`config.mk`:
```
export PLATFORM = sky130hd
export DESIGN_NAME = oadc_digital_io
export DESIGN_NICKNAME = d
export VERILOG_FILES = /design/src/design/oadc_pkg.sv /design/src/design/oadc_digital_io.sv
export SDC_FILE = /design/constraint.sdc
export NUM_CORES = 1
export LEC_CHECK = 0
export BUFFER_PORTS_ARGS = -buffer_cell sky130_fd_sc_hd__buf_4
export CORE_MARGIN = 4
export CORE_UTILIZATION = 53
export CTS_CLUSTER_SIZE = 10
export DETAILED_ROUTE_END_ITERATION = 10
export PLACE_DENSITY = 0.78
export SETUP_SLACK_MARGIN = 0.3
export SKIP_CTS_REPAIR_TIMING = 1
export SLEW_MARGIN = 10
export SYNTH_ARGS = -nofsm -noshare
export SYNTH_HDL_FRONTEND = slang
export SYNTH_SLANG_ARGS = --single-unit
```
`constraint.sdc`:
```
create_clock -name clk_sys_i -period 3.1 [get_ports clk_sys_i]
set_input_delay 0.775 -clock clk_sys_i [delete_from_list [all_inputs] [get_ports clk_sys_i]]
set_output_delay 0.775 -clock clk_sys_i [all_outputs]
set_load 0.01 [all_outputs]
```
`src/design/oadc_pkg.sv`:
```
// Constants shared by the octal converter digital input/output block.
package oadc_pkg;

   // Converter geometry.
   localparam int NUM_CH      = 8;        // Number of converter channels.
   localparam int WORD_W      = 10;       // Bits per sample word.
   localparam int DEF_LATENCY = 5;        // Default pipeline latency in sample cycles.

   // Timing of the sample clock and the standby recovery.
   localparam int CLK_PERIOD_NS   = 25;   // Sample clock period at 40 MHz.
   localparam int RECOVERY_CYCLES = 7;    // Sample cycles before data is valid again.
   localparam int RECOVERY_W      = 3;    // Width of the recovery counter.

   // Offset binary landmarks of the output code.
   localparam logic [WORD_W-1:0] CODE_NEG_FS   = 10'h000;  // Negative full scale.
   localparam logic [WORD_W-1:0] CODE_NEG_HALF = 10'h100;  // Minus half scale.
   localparam logic [WORD_W-1:0] CODE_ZERO     = 10'h200;  // Zero differential input.
   localparam logic [WORD_W-1:0] CODE_POS_HALF = 10'h300;  // Plus half scale.
   localparam logic [WORD_W-1:0] CODE_POS_FS   = 10'h3ff;  // Full scale minus one step.

   // Register map, byte addresses of aligned 32-bit words.
   localparam logic [7:0] REG_CHAN_ENABLE = 8'h00;  // Software channel enable mask.
   localparam logic [7:0] REG_STATUS      = 8'h04;  // Channel ready mask and modes.
   localparam logic [7:0] REG_SAMPLE_SEL  = 8'h08;  // Channel picked for sample readback.
   localparam logic [7:0] REG_SAMPLE      = 8'h0c;  // Last word of the picked channel.

   // Field positions inside the status register.
   localparam int STAT_READY_LSB = 0;     // Ready mask, one bit per channel.
   localparam int STAT_COND_BIT  = 8;     // Clock conditioning active.
   localparam int STAT_DRIVE_BIT = 9;     // Data buses driven.

   // Values after reset.
   localparam logic [NUM_CH-1:0] RST_CHAN_ENABLE = 8'hff;  // All channels allowed.
   localparam logic [2:0]        RST_SAMPLE_SEL  = 3'h0;   // Channel zero picked.

endpackage

```
`src/design/oadc_digital_io.sv`:
```
// Digital side of the eight-channel converter: coding, pipeline, standby, buses and registers.
`timescale 1ns/100ps

// Contract
// RULE1: Select low bypasses the clock conditioning.
// RULE2: Select high enables the clock conditioning.
// RULE3: Pipeline uses both sample clock edges; the code folds each edge pair into one rising-edge stage.
// RULE4: Sample clock stays at or above 1MSPS.
// RULE5: Words are 10-bit positive offset binary.
// RULE6: Zero gives 0x200, half scales 0x300/0x100.
// RULE7: Word MSB appears on bit nine line.
// RULE8: Enable low drives all channel buses.
// RULE9: Enable high floats all eight buses together.
// RULE10: Controller always drives the output enable.
// RULE11: Per-channel standby, low powers channel down.
// RULE12: Entering standby invalidates in-flight samples.
// RULE13: Outputs invalid for seven cycles after standby.
// RULE14: Standby not used for dynamic channel multiplexing.
// RULE15: Sample clock present during power-up.
// RULE16: One word per cycle after fixed latency.
module oadc_digital_io
#(
   parameter int LATENCY = oadc_pkg::DEF_LATENCY   // Pipeline depth in sample cycles.
)
(
   input  wire logic                                          clk_sys_i,
   input  wire logic                                          rst_b_i,
   // Pin controls.
   input  wire logic                                          duty_adjust_select_i,
   input  wire logic                                          oe_b_i,
   input  wire logic [oadc_pkg::NUM_CH-1:0]                   channel_standby_low_i,
   // Quantised front-end samples, two's complement per channel.
   input  wire logic [oadc_pkg::NUM_CH*oadc_pkg::WORD_W-1:0]  sample_i,
   input  wire logic                                          sample_valid_i,
   output logic                                               sample_ready_o,
   // Parallel output words toward the capture logic.
   output logic [oadc_pkg::NUM_CH*oadc_pkg::WORD_W-1:0]       adc_word_o,
   output logic [oadc_pkg::NUM_CH-1:0]                        adc_word_vld_o,
   output logic                                               adc_valid_o,
   input  wire logic                                          adc_ready_i,
   output logic [oadc_pkg::NUM_CH-1:0]                        msb_output_line_o,
   output logic                                               adc_word_oe_b_o,
   output logic                                               clk_cond_en_o,
   // APB slave.
   input  wire logic                                          psel,
   input  wire logic                                          penable,
   input  wire logic                                          pwrite,
   input  wire logic [7:0]                                    paddr,
   input  wire logic [31:0]                                   pwdata,
   output logic [31:0]                                        prdata,
   output logic                                               pready,
   output logic                                               pslverr
);
   import oadc_pkg::*;

   localparam int BUS_W = NUM_CH * WORD_W;   // Width of all channel words together.
   localparam int ENT_W = BUS_W + NUM_CH;    // Buffer entry: words plus valid mask.

   // Converts a two's complement sample into positive offset binary.
   function automatic logic [WORD_W-1:0] offset_binary_code(input logic [WORD_W-1:0] s);
      offset_binary_code = {~s[WORD_W-1], s[WORD_W-2:0]};
   endfunction

   // Register state.
   logic [NUM_CH-1:0]              chan_enable;    // Software mask, 1 lets a channel run.
   logic [2:0]                     sample_sel;     // Channel shown in the sample register.
   // Channel state.
   logic [NUM_CH-1:0]              chan_ready;     // Channel past its recovery time.
   logic [NUM_CH-1:0][RECOVERY_W-1:0] rec_cnt;     // Recovery counters.
   logic [LATENCY-1:0][BUS_W-1:0]  pipe_data;      // Pipeline words per stage.
   logic [LATENCY-1:0][NUM_CH-1:0] pipe_vld;       // Pipeline validity per stage.
   // Two-entry output buffer: head register and skid register.
   logic [ENT_W-1:0]               head_ent;       // Entry presented to the capture logic.
   logic                           head_full;      // Head register holds an entry.
   logic [ENT_W-1:0]               skid_ent;       // Second entry caught during a stall.
   logic                           skid_full;      // Skid register holds an entry.
   logic                           cond_en;        // Registered conditioning mode.
   logic                           drive_b;        // Registered bus drive, low drives.

   // Decoding and selection.
   wire logic [NUM_CH-1:0] channel_standby_low_eff   = channel_standby_low_i & chan_enable;
   wire logic              buf_ready  = ~skid_full;
   wire logic              advance    = buf_ready;
   wire logic [ENT_W-1:0]  tail_ent   = {pipe_vld[LATENCY-1], pipe_data[LATENCY-1]};
   wire logic              push       = advance & (|pipe_vld[LATENCY-1]);
   wire logic              pop        = head_full & adc_ready_i;
   wire logic              apb_access = psel & penable;
   wire logic              apb_wr     = apb_access & pwrite;
   wire logic              addr_hit   = (paddr == REG_CHAN_ENABLE) | (paddr == REG_STATUS) |
                                        (paddr == REG_SAMPLE_SEL)  | (paddr == REG_SAMPLE);
   wire logic [BUS_W-1:0]  sel_shift  = head_ent[BUS_W-1:0] >> (sample_sel * WORD_W);
   wire logic [WORD_W-1:0] sel_word   = sel_shift[WORD_W-1:0];

   // The sample source is stalled by the same term that stalls the pipeline.
   assign sample_ready_o = buf_ready;

   // Duty-cycle mode: the conditioning enable follows the select pin, one cycle late.
   always_ff @(posedge clk_sys_i or negedge rst_b_i)
   begin
      if (!rst_b_i)
      begin
         cond_en <= 1'b0;
      end
      else
      begin
         // RULE1 RULE2 conditioning mode select
         cond_en <= duty_adjust_select_i;
      end
   end

   assign clk_cond_en_o = cond_en;

   // Output enable: one shared level floats or drives every channel bus at once.
   // Registered so the enable change lines up with the data register edge.
   always_ff @(posedge clk_sys_i or negedge rst_b_i)
   begin
      if (!rst_b_i)
      begin
         drive_b <= 1'b1;   // Buses float until the enable is seen low.
      end
      else
      begin
         // RULE8 RULE9 shared bus enable
         drive_b <= oe_b_i;
      end
   end

   assign adc_word_oe_b_o = drive_b;

   // Standby recovery: a channel is ready only after seven whole cycles out of standby.
   always_ff @(posedge clk_sys_i or negedge rst_b_i)
   begin
      if (!rst_b_i)
      begin
         chan_ready <= '0;
         rec_cnt    <= '0;
      end
      else
      begin
         for (int c = 0; c < NUM_CH; c++)
         begin
            // RULE11 RULE13 standby and recovery
            if (!channel_standby_low_eff[c])
            begin
               // Powered down: restart the recovery window.
               chan_ready[c] <= 1'b0;
               rec_cnt[c]    <= '0;
            end
            else if (!chan_ready[c])
            begin
               // Counting the recovery cycles.
               rec_cnt[c] <= rec_cnt[c] + RECOVERY_W'(1);
               if (rec_cnt[c] == RECOVERY_W'(RECOVERY_CYCLES - 1))
               begin
                  chan_ready[c] <= 1'b1;
               end
            end
         end
      end
   end

   // Conversion pipeline. Each stage stands for a rising-edge step and the falling-edge
   // step after it, folded into one system clock cycle; a stall holds every stage.
   always_ff @(posedge clk_sys_i or negedge rst_b_i)
   begin
      if (!rst_b_i)
      begin
         pipe_data <= '0;
         pipe_vld  <= '0;
      end
      else
      begin
         if (advance)
         begin
            // RULE3 RULE16 one word per cycle
            for (int c = 0; c < NUM_CH; c++)
            begin
               // RULE5 RULE6 offset binary coding
               pipe_data[0][c*WORD_W +: WORD_W] <= offset_binary_code(sample_i[c*WORD_W +: WORD_W]);
               pipe_vld[0][c] <= sample_valid_i & chan_ready[c] & channel_standby_low_eff[c];
            end
            for (int s = 1; s < LATENCY; s++)
            begin
               pipe_data[s] <= pipe_data[s-1];
               pipe_vld[s]  <= pipe_vld[s-1] & channel_standby_low_eff;
            end
         end
         else
         begin
            // Held stages still lose their samples if the channel drops to standby.
            for (int s = 0; s < LATENCY; s++)
            begin
               pipe_vld[s] <= pipe_vld[s] & channel_standby_low_eff;
            end
         end
         // RULE12 standby flushes samples
         if (!advance)
         begin
            pipe_vld[0] <= pipe_vld[0] & channel_standby_low_eff;
         end
      end
   end

   // Two-entry output buffer. The head register drives the pins; the skid register
   // catches the word that was already on its way when the capture logic stalled.
   always_ff @(posedge clk_sys_i or negedge rst_b_i)
   begin
      if (!rst_b_i)
      begin
         head_ent  <= '0;
         head_full <= 1'b0;
         skid_ent  <= '0;
         skid_full <= 1'b0;
      end
      else
      begin
         if (!head_full || pop)
         begin
            // Head is free this cycle: refill from skid first, else from the pipeline.
            if (skid_full)
            begin
               head_ent  <= skid_ent;
               head_full <= 1'b1;
               skid_full <= 1'b0;
            end
            else
            begin
               head_ent  <= push ? tail_ent : head_ent;
               head_full <= push;
            end
         end
         else if (push)
         begin
            // Head is stalled: park the arriving word.
            skid_ent  <= tail_ent;
            skid_full <= 1'b1;
         end
      end
   end

   // RULE7 MSB on bit nine
   always_comb
   begin
      for (int c = 0; c < NUM_CH; c++)
      begin
         msb_output_line_o[c] = head_ent[c*WORD_W + WORD_W - 1];
      end
   end

   assign adc_word_o     = head_ent[BUS_W-1:0];
   assign adc_word_vld_o = head_ent[ENT_W-1:BUS_W];
   assign adc_valid_o    = head_full;

   // APB register writes.
   always_ff @(posedge clk_sys_i or negedge rst_b_i)
   begin
      if (!rst_b_i)
      begin
         chan_enable <= RST_CHAN_ENABLE;
         sample_sel  <= RST_SAMPLE_SEL;
      end
      else if (apb_wr)
      begin
         if (paddr == REG_CHAN_ENABLE)
         begin
            chan_enable <= pwdata[NUM_CH-1:0];
         end
         else if (paddr == REG_SAMPLE_SEL)
         begin
            sample_sel <= pwdata[2:0];
         end
      end
   end

   // APB read mux; the slave answers with no wait states.
   always_comb
   begin
      prdata = 32'h0000_0000;
      if (apb_access && !pwrite)
      begin
         case (paddr)
            REG_CHAN_ENABLE: prdata[NUM_CH-1:0] = chan_enable;
            REG_STATUS:
            begin
               prdata[STAT_READY_LSB +: NUM_CH] = chan_ready;
               prdata[STAT_COND_BIT]            = cond_en;
               prdata[STAT_DRIVE_BIT]           = ~drive_b;
            end
            REG_SAMPLE_SEL:  prdata[2:0] = sample_sel;
            REG_SAMPLE:      prdata[WORD_W-1:0] = sel_word;
            default:         prdata = 32'h0000_0000;
         endcase
      end
   end

   assign pready  = 1'b1;
   assign pslverr = apb_access & ~addr_hit;
endmodule

```
==> out/results.tsv <==
metric	value	unit
status	complete, but fails checks	
failing checks	setup timing	
crit start category	flop	
top_reg_cell synth	dfrtp_1	
CTS Sinks	663	
post-synth top area cell	dfrtp_1	
H-tree levels	3	
hold crit path type	in2async	
Die Wd	232	um
library cells used by synthesis	38	
vias in the first global route	15968	
synthesis-to-finish area growth	18.0	%
Pwr Density	561	mW/mm^2
final cell count without fillers	2762	
Gate power share	3.7	%
Post-Place Cells	2655	
syn avg cell area	14.5	um^2
CP Cell Sequence	buf_6 -> buf_12 -> mux4_2 -> mux2i_2 -> o22a_1 -> nor2_1 -> buf_4	
crit share post-route	104	%
most instantiated library cell after synthesis	dfrtp_1	
RSZ-0062 raised after global routing	true	
largest fanout on the critical path	6	
detailed placer's ending HPWL	38900	um
Int Pwr	14000	uW
Req. time, crit path	2.32	ns
Slew @ Worst Pin	0.866	ns
CTS Buffer Depth	3	
Synth top cells by count	dfrtp_1, mux2_2, mux2i_1, nand2_1, nor2_1	
Final Skew	0.0284	ns
fin. max-slew vios	0	
FMAX	309	MHz
core area	0.0494	mm^2
antenna viol nets, final	0	
clock share of power	44.8	%
R2R setup slack	0.80	ns
Crit Path Class	reg2out	
RR Endpoint	head_ent[18]$_DFFE_PN0P_	
Ports	271	
Top delay family on crit path	multiplexers	
DIE AREA	0.0540	mm^2
Sw Ratio	21.0	%
CTS tree	done	
Global Route Usage Sum	21.2	%
crit path capture type	output port	
Root Driver	clkbuf_16	
Bufs and invs on worst path	3	
residual DRC count	0	
final hold violation count	0	
initial DRC count	1014	
number of max-cap violations	0	
Crit-path slowest cell	mux4_2	
Synth async-reset ratio	100	%
final setup violation count	8	
later-pin clock latency in the skew report	0.60	ns
wire per inst	20.6	um
Die Y	232	um
register share of total power	51.5	%
leak pwr	0.0138	uW
final setup margin	-0.136	ns
Num CTS Buffers	77	
layout net count	2232	
Cell Area, Synth	0.0267	mm^2
initial antenna violation count	2	
final wirelength	57000	um
largest net degree at the start of global routing	151	
drt pass-1 iters	4	
layout cells sized above 1	42.6	%
FP Rows	81	
CP peak stage delay	0.58	ns
Power Total	17700	uW
# fillers	3498	
hold slack	0.151	ns
Yosys reg bits	663	
Worst R2R Path Depth	4	
Vias	15092	
Synth area leaders	dfrtp_1, mux2_2, mux2i_1	
post-synthesis sequential area ratio	62.2	%
slew margin rel.	42.2	%
first-pass GRT wire length	89100	um
post-layout util	63.8	%
launching point of the worst reg2reg path	skid_full$_DFFE_PN0P_	
crit path DAT	2.46	ns
Max VDD drop	0.430	mV
synth warn	0	
P_sw	3700	uW
GPL Wtd Cong	0.875	
vias per cell	5.46	
Clk pin slew, worst setup/hold paths	0.06	ns
Yosys top cell area share	61.4	%
Initial Util	54.0	%
Port Buffers	223	
Final min period	3.24	ns
Post-synth EDFFs	0	
setup TNS	-0.816	ns
post-synthesis instance total	1841	
GRT overflow	0	
final cells by class:
type / count / area [um^2] / share of cell area, %
flip-flops and latches: 663 / 16600 / 52.7
well taps: 664 / 831 / 2.64
diodes: 1 / 2.50 / 0.00795
clock inverters: 6 / 88.8 / 0.282
repair buffers: 266 / 2320 / 7.37
inverters: 10 / 37.5 / 0.119
multi-input cells: 1061 / 9560 / 30.3
clock buffers: 91 / 2040 / 6.49
metrics by stage:
step	area [um^2]	worst slack (ns)
global placement	29100	0.133
finish	31500	-0.136
floorplan	26800	0.268
CTS	31200	-0.135
global route	31500	-0.167
detailed placement	29100	0.111
flip-flops by register name (all words and copies together) (netlist names):
register,flops
chan_ready,8
rec_cnt,24
skid_ent,88
skid_full,1
adc_word_oe_b_o,1
chan_enable,8
head_ent,88
clk_cond_en_o,1
adc_valid_o,1
pipe_data,400
pipe_vld,40
sample_sel,3
power groups by stage:
stage	sequential, uW	clock [uW]	combinational [uW]
finish	9090	7910	658
global route	9120	8460	744
CTS	9090	8080	670
detailed placement	9240	0	664
global placement	9220	0	638
floorplan	9180	0	316
kinds of logic (layout without fill, tap and decap cells):
kind of cell | count (synthesis) | count (layout) | share of synthesized area, %
DFF | 663 | 663 | 62.2
muxes | 644 | 644 | 27.4
and+or+nand+nor | 226 | 226 | 3.55
buffers and inverters | 138 | 373 | 2.68
AOI/OAI and AO/OA | 136 | 136 | 2.81
adders and majority gates | 16 | 16 | 0.750
xor gates and xnor gates | 16 | 16 | 0.525
other | 2 | 24 | 0.0282
how the worst max path moves through the flow:
stage / startpoint / endpoint / slack [ns] / depth (start not counted)
2_1_floorplan: paddr[5] / prdata[0] / 0.27 / 4
3_3_place_gp: paddr[5] / prdata[4] / 0.13 / 7
3_5_place_dp: paddr[5] / prdata[4] / 0.11 / 7
4_1_cts: sample_sel[1]$_DFFE_PN0P_ / prdata[6] / -0.14 / 6
5_1_grt: sample_sel[1]$_DFFE_PN0P_ / prdata[5] / -0.17 / 7
6_report: sample_sel[1]$_DFFE_PN0P_ / prdata[3] / -0.14 / 7
metal layers:
layer	vias up	global-route usage (%)	wire, um
met5	-	0	7
met4	2	7.57	1810
met3	108	6.19	4300
met2	419	34.4	27400
met1	7685	27.5	23500
li1	6878	-	-
placed cells by master (no fill, tap or decap), types with 9 or more instances in the layout:
master / instances
dfrtp_1: 652
mux2_2: 485
buf_4: 237
mux2i_1: 126
nand2_1: 107
nor2_1: 86
clkbuf_16: 81
o21ai_0: 80
conb_1: 23
buf_12: 21
mux4_2: 20
o21ai_1: 18
a21oi_1: 16
ha_1: 16
nor2b_1: 11
inv_1: 10
clkbuf_1: 10
dfstp_2: 9
No activity file was read; power rests on OpenSTA's default activity.
